File: config.mk
export PLATFORM = sky130hd
export DESIGN_NAME = tumh_msg_handler
export DESIGN_NICKNAME = d
export VERILOG_FILES = /design/src/tumh_msg_handler.v
export VERILOG_INCLUDE_DIRS = /design/src
export SDC_FILE = /design/constraint.sdc
export NUM_CORES = 1
export LEC_CHECK = 0
export BUFFER_PORTS_ARGS = -buffer_cell sky130_fd_sc_hd__buf_2
export CORE_ASPECT_RATIO = 0.9
export CORE_UTILIZATION = 45
export CTS_BUF_LIST = sky130_fd_sc_hd__clkbuf_4
export CTS_CLUSTER_DIAMETER = 150
export DETAILED_ROUTE_END_ITERATION = 12
export PLACE_DENSITY = 0.74
export RECOVER_POWER = 25
export SLEW_MARGIN = 0
export SYNTH_ARGS = -nofsm -noshare
export SYNTH_HDL_FRONTEND = slang
export SYNTH_SLANG_ARGS = --single-unit
File: constraint.sdc
create_clock -name SYS_CLK_I -period 3.65 [get_ports SYS_CLK_I]
set_input_delay 0.1825 -clock SYS_CLK_I [delete_from_list [all_inputs] [get_ports SYS_CLK_I]]
set_output_delay 0.1825 -clock SYS_CLK_I [all_outputs]
set_load 0.005 [all_outputs]
File: src/tumh_regs.vh
// What this block does
// - Telephone user messages carry service indicator 0100 and are routed here.
// - National indicator 00 is international, 10 national; 01 and 11 not accepted.
// - The two spare bits of the service octet are sent as 00.
// - Signalling information is whole octets: label, heading code, signals.
// - Service indicator is looked at only for message signal units.
// - Missing mandatory subfields are treated as a format error.
// - Report address-incomplete on end-of-address or digit timeout with too few digits.
// - After clear-forward, or reset-circuit in release mode, idle the circuit, then send release-guard.
// - Reset-circuit on a locally blocked circuit releases it and clears the block unless in block reply mode.
// - Received blocking engages outgoing use; incoming allowed unless blocked locally.
// - Received unblocking cancels the engaged condition set by blocking.
// - After blocking on a received blocking signal, send blocking-acknowledgment.
// - After unblocking on a received unblocking signal, send unblocking-acknowledgment.
// - Automatic working: charge answer starts metering and duration measurement.
// - Automatic working: no-charge answer never starts metering.
// - Sending clear-forward ends the call and releases the circuit; also reset reply.
// - Send subscriber-busy when busy location unknown or not told from congestion.
// - Record charging decision of address-complete; coin-box also marks coin station.
// - Reset-circuit may be answered with a blocking signal instead of release.
// - Every spare bit is sent as zero.
// - Each subfield is serialised least significant bit first.
`ifndef TUMH_REGS_VH
`define TUMH_REGS_VH

// Service information octet
`define TUMH_SI_TUP        4'h4
`define TUMH_NI_INTL       2'h0
`define TUMH_NI_NATL       2'h2
`define TUMH_SPARE_VAL     2'h0
`define TUMH_SIO_SI_LSB    0
`define TUMH_SIO_SP_LSB    4
`define TUMH_SIO_NI_LSB    6

// Signal codes
`define TUMH_SIG_NONE      8'h00
`define TUMH_SIG_ACM       8'h01
`define TUMH_SIG_ACM_CHG   8'h02
`define TUMH_SIG_ACM_NOCHG 8'h03
`define TUMH_SIG_ACM_COIN  8'h04
`define TUMH_SIG_ANS_CHG   8'h05
`define TUMH_SIG_ANS_NOCHG 8'h06
`define TUMH_SIG_CLF       8'h07
`define TUMH_SIG_RLG       8'h08
`define TUMH_SIG_RSC       8'h09
`define TUMH_SIG_BLO       8'h0a
`define TUMH_SIG_UBL       8'h0b
`define TUMH_SIG_BLA       8'h0c
`define TUMH_SIG_UBA       8'h0d
`define TUMH_SIG_DIGIT     8'h0e
`define TUMH_SIG_EOA       8'h0f
`define TUMH_SIG_ADI       8'h10
`define TUMH_SIG_SSB       8'h11
`define TUMH_SIG_NNC       8'h12

// Local commands
`define TUMH_CMD_BLOCK     2'h0
`define TUMH_CMD_UNBLOCK   2'h1
`define TUMH_CMD_CLEAR     2'h2
`define TUMH_CMD_FAIL      2'h3

// Failure causes
`define TUMH_CAUSE_BUSY    2'h0
`define TUMH_CAUSE_UNKNOWN 2'h1
`define TUMH_CAUSE_NODISC  2'h2
`define TUMH_CAUSE_NATCONG 2'h3

// Reset-circuit reply modes
`define TUMH_RSC_RELEASE   2'h0
`define TUMH_RSC_CLEAR     2'h1
`define TUMH_RSC_BLOCK     2'h2

// Register map
`define TUMH_REG_CTRL      2'h0
`define TUMH_REG_STATUS    2'h1
`define TUMH_REG_COUNT     2'h2
`define TUMH_CTRL_RESET    8'h34
`define TUMH_CTRL_NI_LSB   0
`define TUMH_CTRL_RSC_LSB  2
`define TUMH_CTRL_AUTO     4
`define TUMH_CTRL_MIN_LSB  5

// Timing
`define TUMH_CLK_MHZ       25
`define TUMH_DIGIT_TO_US   20000
`define TUMH_SER_BITS      16

`endif

File: src/tumh_msg_handler.v
// Chosen here: the address-and-strobe port and the placing of the registers.
`timescale 1ns/1ns
`include "tumh_regs.vh"

module tumh_msg_handler #(
	parameter NCIRC        = 32,
	parameter CW           = 5,
	parameter DIGIT_TO_CYC = `TUMH_DIGIT_TO_US * `TUMH_CLK_MHZ
) (
	input  wire          SYS_CLK_I,
	input  wire          RST_N_I,
	input  wire [1:0]    REG_ADDR_I,
	input  wire [7:0]    REG_WDATA_I,
	input  wire          REG_WR_I,
	input  wire          REG_RD_I,
	output reg  [7:0]    REG_RDATA_O,
	input  wire          RX_VALID_I,
	output wire          RX_READY_O,
	input  wire          RX_MSU_I,
	input  wire [7:0]    RX_SIO_I,
	input  wire [7:0]    RX_SIGNAL_I,
	input  wire [CW-1:0] RX_CIRCUIT_I,
	input  wire          RX_OCTETS_OK_I,
	input  wire          RX_MAND_OK_I,
	input  wire          CMD_VALID_I,
	output wire          CMD_READY_O,
	input  wire [1:0]    CMD_CODE_I,
	input  wire [1:0]    CMD_CAUSE_I,
	input  wire [CW-1:0] CMD_CIRCUIT_I,
	output reg           TX_VALID_O,
	output reg  [7:0]    TX_SIO_O,
	output reg  [7:0]    TX_SIGNAL_O,
	output reg  [CW-1:0] TX_CIRCUIT_O,
	output reg           TX_SER_O,
	output reg           TX_SER_VALID_O,
	input  wire [CW-1:0] QRY_CIRCUIT_I,
	output reg           QRY_OUT_FREE_O,
	output reg           QRY_IN_OK_O,
	output reg           QRY_IDLE_O,
	output reg           METER_START_O,
	output reg           DURATION_START_O,
	output reg  [1:0]    CHARGE_REC_O,
	output reg           COIN_STATION_O
);

	localparam [23:0] TO_CYC = DIGIT_TO_CYC[23:0];
	localparam [4:0]  SER_N  = `TUMH_SER_BITS;

	// Control and state
	reg  [7:0]       ctrl;
	reg  [7:0]       disc_cnt;
	reg  [7:0]       fmt_cnt;
	reg  [3:0]       digit_cnt;
	reg  [23:0]      digit_tmr;
	reg  [CW-1:0]    digit_circ;
	reg              resp_pend;
	reg  [7:0]       resp_sig;
	reg  [CW-1:0]    resp_circ;
	reg  [15:0]      ser_shift;
	reg  [4:0]       ser_left;
	reg  [NCIRC-1:0] loc_blk;
	reg  [NCIRC-1:0] rem_blk;
	reg  [NCIRC-1:0] idle;

	wire [1:0] ni_cfg   = ctrl[`TUMH_CTRL_NI_LSB +: 2];
	wire [1:0] rsc_mode = ctrl[`TUMH_CTRL_RSC_LSB +: 2];
	wire       auto_wk  = ctrl[`TUMH_CTRL_AUTO];
	wire [2:0] min_dig  = ctrl[`TUMH_CTRL_MIN_LSB +: 3];

	// Receive classification
	wire [3:0] rx_si    = RX_SIO_I[`TUMH_SIO_SI_LSB +: 4];
	wire [1:0] rx_sp    = RX_SIO_I[`TUMH_SIO_SP_LSB +: 2];
	wire [1:0] rx_ni    = RX_SIO_I[`TUMH_SIO_NI_LSB +: 2];
	wire       tmr_fire = (digit_tmr == 24'h000001);
	wire       ser_busy = (ser_left != 5'h00);
	wire       rx_take  = RX_VALID_I && RX_READY_O;
	wire       rx_msu   = rx_take && RX_MSU_I;
	wire       si_ok    = (rx_si == `TUMH_SI_TUP);
	wire       ni_ok    = (rx_ni == `TUMH_NI_INTL) || (rx_ni == `TUMH_NI_NATL);
	wire       fmt_ok   = RX_OCTETS_OK_I && RX_MAND_OK_I && (rx_sp == `TUMH_SPARE_VAL);
	wire       seize_bad = (RX_SIGNAL_I == `TUMH_SIG_DIGIT) && loc_blk[RX_CIRCUIT_I];
	wire       rx_acc   = rx_msu && si_ok && ni_ok && fmt_ok && !seize_bad;
	wire       rx_disc  = rx_msu && (!si_ok || !ni_ok || seize_bad);
	wire       rx_fmt   = rx_msu && si_ok && ni_ok && !fmt_ok;

	// Handshakes: stall while a reply waits or the timer is due
	assign RX_READY_O  = !resp_pend && !tmr_fire;
	assign CMD_READY_O = !resp_pend && !tmr_fire && !ser_busy && !RX_VALID_I;

	wire cmd_take = CMD_VALID_I && CMD_READY_O;

	// Decoded events
	wire ev_clf  = rx_acc && (RX_SIGNAL_I == `TUMH_SIG_CLF);
	wire ev_rsc  = rx_acc && (RX_SIGNAL_I == `TUMH_SIG_RSC);
	wire ev_blo  = rx_acc && (RX_SIGNAL_I == `TUMH_SIG_BLO);
	wire ev_ubl  = rx_acc && (RX_SIGNAL_I == `TUMH_SIG_UBL);
	wire ev_dig  = rx_acc && (RX_SIGNAL_I == `TUMH_SIG_DIGIT);
	wire ev_eoa  = rx_acc && (RX_SIGNAL_I == `TUMH_SIG_EOA);
	wire c_blk   = cmd_take && (CMD_CODE_I == `TUMH_CMD_BLOCK);
	wire c_ubl   = cmd_take && (CMD_CODE_I == `TUMH_CMD_UNBLOCK);
	wire c_clr   = cmd_take && (CMD_CODE_I == `TUMH_CMD_CLEAR);
	wire c_fail  = cmd_take && (CMD_CODE_I == `TUMH_CMD_FAIL);
	wire rsc_blk = ev_rsc && (rsc_mode == `TUMH_RSC_BLOCK);
	wire short_addr = ({1'b0, digit_cnt} < {2'b00, min_dig});

	// Per-circuit supervision flags
	genvar gi;
	generate
		for (gi = 0; gi < NCIRC; gi = gi + 1) begin : g_circ
			localparam [CW-1:0] CIDX = gi;
			wire rx_hit  = (RX_CIRCUIT_I == CIDX);
			wire cmd_hit = (CMD_CIRCUIT_I == CIDX);
			always @(posedge SYS_CLK_I) begin
				if (!RST_N_I) begin
					loc_blk[gi] <= 1'b0;
					rem_blk[gi] <= 1'b0;
					idle[gi]    <= 1'b1;
				end else begin
					// Local block: command, or reset answered by blocking
					if ((c_blk && cmd_hit) || (rsc_blk && rx_hit))
						loc_blk[gi] <= 1'b1;
					else if ((c_ubl && cmd_hit) || (ev_rsc && rx_hit))
						loc_blk[gi] <= 1'b0;
					// Remote block engages outgoing use only
					if (ev_blo && rx_hit)
						rem_blk[gi] <= 1'b1;
					else if (ev_ubl && rx_hit)
						rem_blk[gi] <= 1'b0;
					// Idle on release, busy on seizure
					if ((ev_clf || ev_rsc) && rx_hit)
						idle[gi] <= 1'b1;
					else if (c_clr && cmd_hit)
						idle[gi] <= 1'b1;
					else if (ev_dig && rx_hit)
						idle[gi] <= 1'b0;
				end
			end
		end
	endgenerate

	// Reply selection for accepted messages and timer expiry
	reg         next_pend;
	reg  [7:0]  next_sig;
	reg [CW-1:0] next_circ;
	always @* begin
		next_pend = 1'b0;
		next_sig  = `TUMH_SIG_NONE;
		next_circ = RX_CIRCUIT_I;
		if (ev_clf) begin
			next_pend = 1'b1;
			next_sig  = `TUMH_SIG_RLG;
		end else if (ev_rsc) begin
			next_pend = 1'b1;
			case (rsc_mode)
				`TUMH_RSC_CLEAR: next_sig = `TUMH_SIG_CLF;
				`TUMH_RSC_BLOCK: next_sig = `TUMH_SIG_BLO;
				default:         next_sig = `TUMH_SIG_RLG;
			endcase
		end else if (ev_blo) begin
			next_pend = 1'b1;
			next_sig  = `TUMH_SIG_BLA;
		end else if (ev_ubl) begin
			next_pend = 1'b1;
			next_sig  = `TUMH_SIG_UBA;
		end else if (ev_eoa && short_addr) begin
			next_pend = 1'b1;
			next_sig  = `TUMH_SIG_ADI;
		end else if (tmr_fire && short_addr) begin
			next_pend = 1'b1;
			next_sig  = `TUMH_SIG_ADI;
			next_circ = digit_circ;
		end
	end

	// Local command to signal code
	reg [7:0] cmd_sig;
	always @* begin
		case (CMD_CODE_I)
			`TUMH_CMD_BLOCK:   cmd_sig = `TUMH_SIG_BLO;
			`TUMH_CMD_UNBLOCK: cmd_sig = `TUMH_SIG_UBL;
			`TUMH_CMD_CLEAR:   cmd_sig = `TUMH_SIG_CLF;
			default: begin
				if (CMD_CAUSE_I == `TUMH_CAUSE_NATCONG)
					cmd_sig = `TUMH_SIG_NNC;
				else
					cmd_sig = `TUMH_SIG_SSB;
			end
		endcase
	end

	// Outgoing service octet, spare bits forced to zero
	wire [7:0] tx_sio = {ni_cfg, `TUMH_SPARE_VAL, `TUMH_SI_TUP};
	wire       send_resp = resp_pend && !ser_busy;
	wire       send_cmd  = cmd_take && !c_fail ? 1'b1 : c_fail;
	wire [7:0] send_sig  = send_resp ? resp_sig : cmd_sig;

	// Reply queue of one entry
	always @(posedge SYS_CLK_I) begin
		if (!RST_N_I) begin
			resp_pend <= 1'b0;
			resp_sig  <= `TUMH_SIG_NONE;
			resp_circ <= {CW{1'b0}};
		end else if (next_pend) begin
			resp_pend <= 1'b1;
			resp_sig  <= next_sig;
			resp_circ <= next_circ;
		end else if (send_resp) begin
			resp_pend <= 1'b0;
		end
	end

	// Transmit word and serialiser
	always @(posedge SYS_CLK_I) begin
		if (!RST_N_I) begin
			TX_VALID_O     <= 1'b0;
			TX_SIO_O       <= 8'h00;
			TX_SIGNAL_O    <= 8'h00;
			TX_CIRCUIT_O   <= {CW{1'b0}};
			TX_SER_O       <= 1'b0;
			TX_SER_VALID_O <= 1'b0;
			ser_shift      <= 16'h0000;
			ser_left       <= 5'h00;
		end else begin
			TX_VALID_O <= send_resp || send_cmd;
			if (send_resp || send_cmd) begin
				TX_SIO_O     <= tx_sio;
				TX_SIGNAL_O  <= send_sig;
				TX_CIRCUIT_O <= send_resp ? resp_circ : CMD_CIRCUIT_I;
				ser_shift    <= {send_sig, tx_sio};
				ser_left     <= SER_N;
			end else if (ser_busy) begin
				ser_shift <= {1'b0, ser_shift[15:1]};
				ser_left  <= ser_left - 5'h01;
			end
			TX_SER_VALID_O <= ser_busy;
			TX_SER_O       <= ser_busy ? ser_shift[0] : 1'b0;
		end
	end

	// Address digit counting and timeout
	always @(posedge SYS_CLK_I) begin
		if (!RST_N_I) begin
			digit_cnt  <= 4'h0;
			digit_tmr  <= 24'h000000;
			digit_circ <= {CW{1'b0}};
		end else if (ev_dig) begin
			if (digit_cnt != 4'hf)
				digit_cnt <= digit_cnt + 4'h1;
			digit_tmr  <= TO_CYC;
			digit_circ <= RX_CIRCUIT_I;
		end else if (ev_eoa || tmr_fire) begin
			digit_cnt <= 4'h0;
			digit_tmr <= 24'h000000;
		end else if (digit_tmr > 24'h000001) begin
			digit_tmr <= digit_tmr - 24'h000001;
		end
	end

	// Call charging outcomes
	always @(posedge SYS_CLK_I) begin
		if (!RST_N_I) begin
			METER_START_O    <= 1'b0;
			DURATION_START_O <= 1'b0;
			CHARGE_REC_O     <= 2'h0;
			COIN_STATION_O   <= 1'b0;
		end else begin
			METER_START_O    <= rx_acc && auto_wk &&
				(RX_SIGNAL_I == `TUMH_SIG_ANS_CHG);
			DURATION_START_O <= rx_acc && auto_wk &&
				(RX_SIGNAL_I == `TUMH_SIG_ANS_CHG);
			if (rx_acc) begin
				case (RX_SIGNAL_I)
					`TUMH_SIG_ACM: begin
						CHARGE_REC_O   <= 2'h0;
						COIN_STATION_O <= 1'b0;
					end
					`TUMH_SIG_ACM_CHG: begin
						CHARGE_REC_O   <= 2'h1;
						COIN_STATION_O <= 1'b0;
					end
					`TUMH_SIG_ACM_NOCHG: begin
						CHARGE_REC_O   <= 2'h2;
						COIN_STATION_O <= 1'b0;
					end
					`TUMH_SIG_ACM_COIN: begin
						CHARGE_REC_O   <= 2'h1;
						COIN_STATION_O <= 1'b1;
					end
					default: begin
						CHARGE_REC_O   <= CHARGE_REC_O;
						COIN_STATION_O <= COIN_STATION_O;
					end
				endcase
			end
		end
	end

	// Circuit query, registered
	always @(posedge SYS_CLK_I) begin
		if (!RST_N_I) begin
			QRY_OUT_FREE_O <= 1'b0;
			QRY_IN_OK_O    <= 1'b0;
			QRY_IDLE_O     <= 1'b0;
		end else begin
			QRY_OUT_FREE_O <= idle[QRY_CIRCUIT_I] && !rem_blk[QRY_CIRCUIT_I] &&
				!loc_blk[QRY_CIRCUIT_I];
			QRY_IN_OK_O    <= idle[QRY_CIRCUIT_I] && !loc_blk[QRY_CIRCUIT_I];
			QRY_IDLE_O     <= idle[QRY_CIRCUIT_I];
		end
	end

	// Register slave and counters
	always @(posedge SYS_CLK_I) begin
		if (!RST_N_I) begin
			ctrl        <= `TUMH_CTRL_RESET;
			disc_cnt    <= 8'h00;
			fmt_cnt     <= 8'h00;
			REG_RDATA_O <= 8'h00;
		end else begin
			if (REG_WR_I && REG_ADDR_I == `TUMH_REG_CTRL)
				ctrl <= REG_WDATA_I;
			// Counters saturate; a write to the count register clears them, but a count in the same cycle takes precedence
			if (rx_disc && disc_cnt != 8'hff)
				disc_cnt <= disc_cnt + 8'h01;
			else if (REG_WR_I && REG_ADDR_I == `TUMH_REG_COUNT)
				disc_cnt <= 8'h00;
			if (rx_fmt && fmt_cnt != 8'hff)
				fmt_cnt <= fmt_cnt + 8'h01;
			else if (REG_WR_I && REG_ADDR_I == `TUMH_REG_COUNT)
				fmt_cnt <= 8'h00;
			if (REG_RD_I) begin
				case (REG_ADDR_I)
					`TUMH_REG_CTRL:   REG_RDATA_O <= ctrl;
					`TUMH_REG_STATUS: REG_RDATA_O <= {resp_pend, COIN_STATION_O,
						CHARGE_REC_O, digit_cnt};
					`TUMH_REG_COUNT:  REG_RDATA_O <= {fmt_cnt[3:0], disc_cnt[3:0]};
					default:          REG_RDATA_O <= 8'h00;
				endcase
			end else begin
				REG_RDATA_O <= 8'h00;
			end
		end
	end

endmodule // tumh_msg_handler

; ---- Yosys cells after proc, flatten, opt, wreduce, memory -nomap -nowiden
; Index checks and enable logic that the tools add are counted.
[op_classes]
n_addsub = 5
mul = 0
n_div = 0
magnitude_cmp = 4
eq_ne = 88
shift = 0
mux = 178
n_bitwise = 1
n_reduce_logical = 528
[op_table]
columns = operator, n
row1 = 1-bit logical AND, 327
row2 = 5-bit equality test (second input constant), 32
row3 = 1-bit two-way mux, 141
row4 = 2-bit nonzero test, 70
row5 = 3-bit OR reduction, 34
row6 = 5-bit by 4-bit equality test with 1-bit output (second input constant), 16
row7 = 1-bit logical OR, 70
row8 = 5-bit two-way mux, 13
row9 = 19-bit two-way mux, 3
row10 = 8-bit two-way mux, 6
row11 = 5-bit by 3-bit equality test with 1-bit output (second input constant), 8
row12 = 8-bit by 4-bit equality test with 1-bit output (second input constant), 5
row13 = 16-bit two-way mux, 2
row14 = 24-bit by 1-bit equality test with 1-bit output (second input constant), 1
row15 = 8-bit by 3-bit equality test with 1-bit output (second input constant), 3
row16 = 24-bit by 1-bit greater-than comparator with 1-bit output (second input constant), 1
row17 = 8-bit case mux with 3 select lines, 1
row18 = 24-bit by 1-bit subtractor with 24-bit output (second input constant), 1
row19 = 1-bit binary-select mux with 5-bit select, 4
row20 = 5-bit by 2-bit equality test with 1-bit output (second input constant), 4
row21 = 8-bit by 1-bit adder with 8-bit output (second input constant), 2
row22 = 8-bit by 2-bit equality test with 1-bit output (second input constant), 2
row23 = 8-bit != test (second input constant), 2
row24 = 5-bit case mux with 3 select lines, 1
row25 = 24 further kinds, 55
[totals]
reg_bits = 222
latch_bits = 0
ram_bits = 0
mem_bits_ro = 0
in_bits = 54
out_inout_bits = 42
n_memories = 0

; ---- Longest topological paths before layout
[logic_depth]
word_depth = 17
depth_mapped = 11
ltp_nobuf = 9

; ---- Least setup slack after synthesis
; No wires, ideal clock.
[synth_path]
path_kind = register to register
from = reg ser_left[0]
to = reg loc_blk[11]
setup_time_ps = 115
arrival_ps = 2591
required_time_ps = 3535
path_slack_ps = 944
path_stages_with_launch = 12
path_buffers = 3
period_less_slack_ps = 2706
cell_sequence = dfxtp_1 > inv_1 > ha_1 > or3b_1 > or2_2 > clkbuf_1 > a211oi_1 > and2_1 > clkbuf_1 > clkbuf_1 > a21oi_1 > o21a_1
[synth_between]
elab_chain_cells = 9
elab_cells_between_ends = 13
cone_classes = 1 x mux / 12 x reduce/logical
[synth_rtl]
columns = item, line_no
row1 = "start, declared", tumh_msg_handler.v:60  ; reg [4:0] ser_left;
row2 = "start signal, assigned", tumh_msg_handler.v:233  ; ser_left <= ser_left - 5'h01;
row3 = 5-bit nonzero test *, tumh_msg_handler.v:75  ; wire ser_busy = (ser_left != 5'h00);
row4 = 1-bit logical NOT *, tumh_msg_handler.v:88  ; assign CMD_READY_O = !resp_pend && !tmr_fire && !ser_busy && !RX_VALID_I;
row5 = 1-bit logical AND * (2 in a row), tumh_msg_handler.v:88
row6 = 1-bit logical AND *, tumh_msg_handler.v:90  ; wire cmd_take = CMD_VALID_I && CMD_READY_O;
row7 = "1-bit logical AND, on equally long branches", "tumh_msg_handler.v:99, tumh_msg_handler.v:100"
row8 = "1-bit logical AND, on equally long branches", "tumh_msg_handler.v:120, tumh_msg_handler.v:122"
row9 = "1-bit logical OR, on equally long branches", "tumh_msg_handler.v:120, tumh_msg_handler.v:122"
row10 = 1-bit two-way mux or 2-bit nonzero test (tied branches), n/a
row11 = "end signal, assigned by index", tumh_msg_handler.v:115  ; loc_blk[gi] <= 1'b0;
row12 = "end signal, assigned by index", tumh_msg_handler.v:121  ; loc_blk[gi] <= 1'b1;
row13 = "end signal, assigned by index", tumh_msg_handler.v:123  ; loc_blk[gi] <= 1'b0;
row14 = "end, declared", tumh_msg_handler.v:61  ; reg [NCIRC-1:0] loc_blk;
; Every way passes the cells marked *; elsewhere a longest branch is shown, timed or not.
; A chain may end at the register's enable or synchronous reset.

; ---- Final worst setup path
[layout_path]
from = reg digit_tmr[9]
to = reg resp_sig[0]
[layout_between]
elab_chain_cells = 16
elab_cells_between_ends = 27
cone_classes = 1 x eq/ne / 11 x mux / 15 x reduce/logical
[layout_rtl]
columns = item, line_no
row1 = "start, declared", tumh_msg_handler.v:54  ; reg [23:0] digit_tmr;
row2 = "start signal, assigned", tumh_msg_handler.v:255  ; digit_tmr <= digit_tmr - 24'h000001;
row3 = 24-bit by 1-bit equality test with 1-bit output *, tumh_msg_handler.v:74  ; wire tmr_fire = (digit_tmr == 24'h000001);
row4 = 1-bit logical NOT, tumh_msg_handler.v:87  ; assign RX_READY_O = !resp_pend && !tmr_fire;
row5 = 1-bit logical AND, tumh_msg_handler.v:87
row6 = 1-bit logical AND, tumh_msg_handler.v:76  ; wire rx_take = RX_VALID_I && RX_READY_O;
row7 = 1-bit logical AND, tumh_msg_handler.v:77  ; wire rx_msu = rx_take && RX_MSU_I;
row8 = 1-bit logical AND (4 in a row), tumh_msg_handler.v:82  ; wire rx_acc = rx_msu && si_ok && ni_ok && fmt_ok && !seize_bad;
row9 = 1-bit logical AND, tumh_msg_handler.v:98  ; wire ev_eoa = rx_acc && (RX_SIGNAL_I == `TUMH_SIG_EOA);
row10 = 1-bit logical AND, tumh_msg_handler.v:165  ; end else if (ev_eoa && short_addr) begin
row11 = 5-bit two-way mux or 1-bit two-way mux (tied branches), tumh_msg_handler.v:165
row12 = 5-bit two-way mux or 1-bit two-way mux (tied branches), tumh_msg_handler.v:162  ; end else if (ev_ubl) begin
row13 = 5-bit two-way mux or 1-bit two-way mux (tied branches), tumh_msg_handler.v:159  ; end else if (ev_blo) begin
row14 = 8-bit two-way mux or 1-bit two-way mux (tied branches), tumh_msg_handler.v:152  ; end else if (ev_rsc) begin
row15 = 8-bit two-way mux or 1-bit two-way mux (tied branches), tumh_msg_handler.v:149  ; if (ev_clf) begin
row16 = "end signal, assigned", tumh_msg_handler.v:201  ; resp_sig <= `TUMH_SIG_NONE;
row17 = "end signal, assigned", tumh_msg_handler.v:205  ; resp_sig <= next_sig;
row18 = "end, declared", tumh_msg_handler.v:57  ; reg [7:0] resp_sig;
; Marked as above.

==> summary.txt <==
Status
  • Status: complete, but fails checks
  • Failing checks: max-capacitance violations, max-slew violations

Synth
  • Synth area leader: dfxtp_1
  • Register area share after synthesis: between 30% and 40%
  • Post-synthesis register bit count: between 200 and 250
  • XOR/XNOR Fraction of Synth Area: under 10%
  • YS warnings: 0
  • Synth unique cells: 71
  • FFs w/ async S/R, synth: 0%
  • Adder-cell share of the synthesized area: under 10%
  • Syn_area_per_cell: 8.33 um^2
  • EDFF count, synth: 0
  • Top cell type's share of synthesized area: 38.4%
  • Largest family of logic cells by synthesized area: compound AO/OA/AOI/OAI gates
  • Simple-gate share of the synthesized area: between 20% and 30%
  • Mux share of post-synthesis cell area: about a tenth
  • Cells after Synth: 1,344
  • Primary FF master, synth: dfxtp_1
  • Ranking of synthesized cells by area: dfxtp_1 38%, mux4_2 7.2%, nor2_1 6.1%
  • Syn Std Cell Area: between 10,000 and 15,000 um^2
  • Compound-gate portion of the synthesized area: 22.1%

Layout
  • Area growth syn-to-layout: 12.9%
  • Most common cell after layout, fill and taps aside: dfxtp_1
  • Seq. cell area: 4300 um^2
  • Most frequent cells in the layout: 215 x dfxtp_1, 183 x nor2_1, 156 x nand2_1
  • Fillers: 2,233
  • Fin nets: 1,507
  • Share of the core filled with cells: 52.0%
  • Footprint of the multi-input gates: 6330 um^2
  • Share of cells above drive strength 1: between 10% and 20%

GRT
  • Overall routing resource usage: 24.8%
  • Initial antenna violation count: 1
  • Vias in the first global route: between 9,000 and 10,000
  • First-pass GRT wire length: 51,000 um
  • Largest net degree at the start of global routing: 87
  • GRT overflow: 0

Worst setup path
  • CP Data Required Time: around 4.3 ns
  • CP Class: flop to flop
  • Slowest stage cell, crit path: or4_1
  • Cells along the critical path: or4_1 -> or4_1 -> o211ai_4 -> or2b_2 -> buf_4 -> o211ai_1 -> o21ai_0 -> and2_1
  • Crit-path leading delay family: simple AND/OR/NAND/NOR gates
  • Crit path top cell by count: or4_1
  • Startpoint types: flop
  • Setup crit end kind: flop
  • Bufs and invs on worst path: 1
  • Worst EP arrival: 3.78 ns
  • CP peak stage delay: 0.65 ns
  • CP Max Fanout: 25

Job
  • Max-cap violations: 2

Route
  • DRT iter0 DRCs: 1,258
  • TritonRoute pass-1 iters: 6
  • Post-route ant nets: 0
  • Avg Vias per Cell: 5.98
  • DRT Wirelength: around 32,000 um
  • Via Count: 10,700
  • Routed length per instance: 18.0 um
  • DRC errors left: 0

STA
  • Post-layout minimum cycle time: 3.16 ns
  • Slew HR: -30.8%
  • Worst slew pin tran: 1.96 ns
  • Final worst path period share: 86.5%
  • RSZ-0062 raised after global routing: no
  • Achievable Freq: 317 MHz
  • Fin. max-slew vios: 101
  • Clock skew: 0.0271 ns
  • Setup TNS: 0 ns
  • Final Hold Fails: 0
  • Final setup fails: 0

Clock tree
  • Root Driver: clkbuf_4
  • Post-CTS sizing: 0
  • Clock transition at the registers of the reported paths: 0.07 ns
  • Insertion delay to the later sink of the worst-skew pair: 0.68 ns
  • Number of buffers created by CTS: between 50 and 60
  • CTS tree: yes
  • Clock Sinks: 215
  • Clock tree buffer depth: 3
  • Post-CTS Setup Bufs: 0
  • H-tree levels: 2

Die
  • Die W: 168 um
  • Die ar.: 25,500 um^2
  • Starting density of the core: a little under half
  • Die Y: 152 um
  • FP Rows: 54
  • Core area: about 24,000 um^2
  • I/O pin total: 96

Placement
  • GP Congestion: a little under 0.9
  • PortBufs: 86
  • DP HPWL: 21,100 um

Min path
  • Worst min-delay path category: input port to flop

Pwr
  • PD cells: around 500 nW/um^2
  • LEAKAGE: 4.58 nW
  • Peak VDD IR: 0.000257 V
## tightest hold or removal path: cells and delay by family
family | cells | cell delay, ns
AOI/OAI and AO/OA | 3 | 0.28
buffers and inverters | 1 | 0.10
adders and majority gates | 1 | 0.16
## repair_timing
| item | in CTS | in global routing |
|---|---|---|
| hold buffers | 30 | 0 |
| endpoints found under the hold margin | 46 | 0 |
| endpoints found under the setup margin | 0 | 0 |
## synth_stat cells (9+ instances only)
| library cell | n |
|---|---|
| a211oi_1 | 49 |
| a21oi_1 | 93 |
| a31oi_1 | 33 |
| and2_1 | 11 |
| and3_1 | 10 |
| buf_1 | 10 |
| buf_2 | 13 |
| buf_4 | 14 |
| clkbuf_1 | 66 |
| dfxtp_1 | 215 |
| ha_1 | 15 |
| inv_1 | 23 |
| mux2i_1 | 28 |
| mux4_2 | 36 |
| nand2_1 | 156 |
| nand2b_1 | 9 |
| nand3_1 | 22 |
| nand3b_1 | 10 |
| nor2_1 | 183 |
| nor3_1 | 18 |
| o211ai_1 | 10 |
| o21a_1 | 33 |
| o21ai_0 | 90 |
| o21ai_1 | 28 |
| o32ai_1 | 28 |
| or3_1 | 11 |
| xnor2_1 | 14 |
| xor2_1 | 14 |
## sequential cells by signal, indices dropped and copies added (netlist names), 2 cells and up
register and cells:
loc_blk 32, disc_cnt 8, digit_tmr 24, resp_circ 5, digit_circ 5, fmt_cnt 8, CHARGE_REC_O 2, TX_SIGNAL_O 5
idle 32, REG_RDATA_O 8, digit_cnt 4, ctrl 8, resp_sig 5, rem_blk 32, ser_shift 15, TX_SIO_O 3
ser_left 5, TX_CIRCUIT_O 5
## area by class of cell
class	count	share of cell area, %
Multi-Input combinational cell	1004	50.0
Sequential cell	215	34.0
Timing Repair Buffer	138	6.85
Clock buffer	81	4.81
Tap cell	308	3.05
Inverter	23	0.683
Clock inverter	16	0.534
Antenna cell	1	0.0198
## per-stage QoR
step	std cells	setup slack [ns]	hold slack (ns)	power [W]	cell area, um^2
after detailed placement	1658	0.627	0.419	0.00424	11700
final	1786	0.493	0.0954	0.00624	12600
after CTS	1785	0.606	0.0609	0.00628	12700
after floorplan	1351	0.944	0.311	0.00383	11200
after global routing	1786	0.320	0.140	0.00656	12600
after global placement	1658	0.672	0.416	0.00421	11700
## power by group
part | internal, W | switching [W] | leakage, nW | total [W]
sequential | 0.00253 | 0.000134 | 1.74 | 0.00266
combinational | 0.000581 | 0.000982 | 2.43 | 0.00156
clock | 0.00101 | 0.000997 | 0.410 | 0.00201
## final timing paths
check             cells after the start  slack, ns                        from                    endpoint
hold / removal                        5        0.1               CMD_CODE_I[0]  ser_shift[11]$_SDFFE_PN0P_
hold reg to reg                       2       0.43  ser_shift[14]$_SDFFE_PN0P_  ser_shift[14]$_SDFFE_PN0P_
setup / recovery                      8       0.49   digit_tmr[9]$_SDFFE_PP0N_    resp_sig[0]$_SDFFE_PN0P_
setup reg to reg                      8       0.49   digit_tmr[9]$_SDFFE_PP0N_    resp_sig[0]$_SDFFE_PN0P_
## metal layers
layer | routed length (um) | up-vias | track usage (%)
met5 | 0 | - | 0
met4 | 1140 | 0 | 11.4
met3 | 2840 | 109 | 4.42
met2 | 13900 | 519 | 38.3
met1 | 14200 | 4989 | 33.8
li1 | - | 5063 | -
## kinds of logic after synthesis
| logic type | count (synthesis) |
|---|---|
| and+or+nand+nor | 489 |
| AOI/OAI and AO/OA | 397 |
| DFF | 215 |
| buffers and inverters | 132 |
| muxes | 67 |
| xor gates and xnor gates | 28 |
| adders and majority gates | 15 |
| other | 1 |
Note: power is estimated with default switching activity, not from simulation.
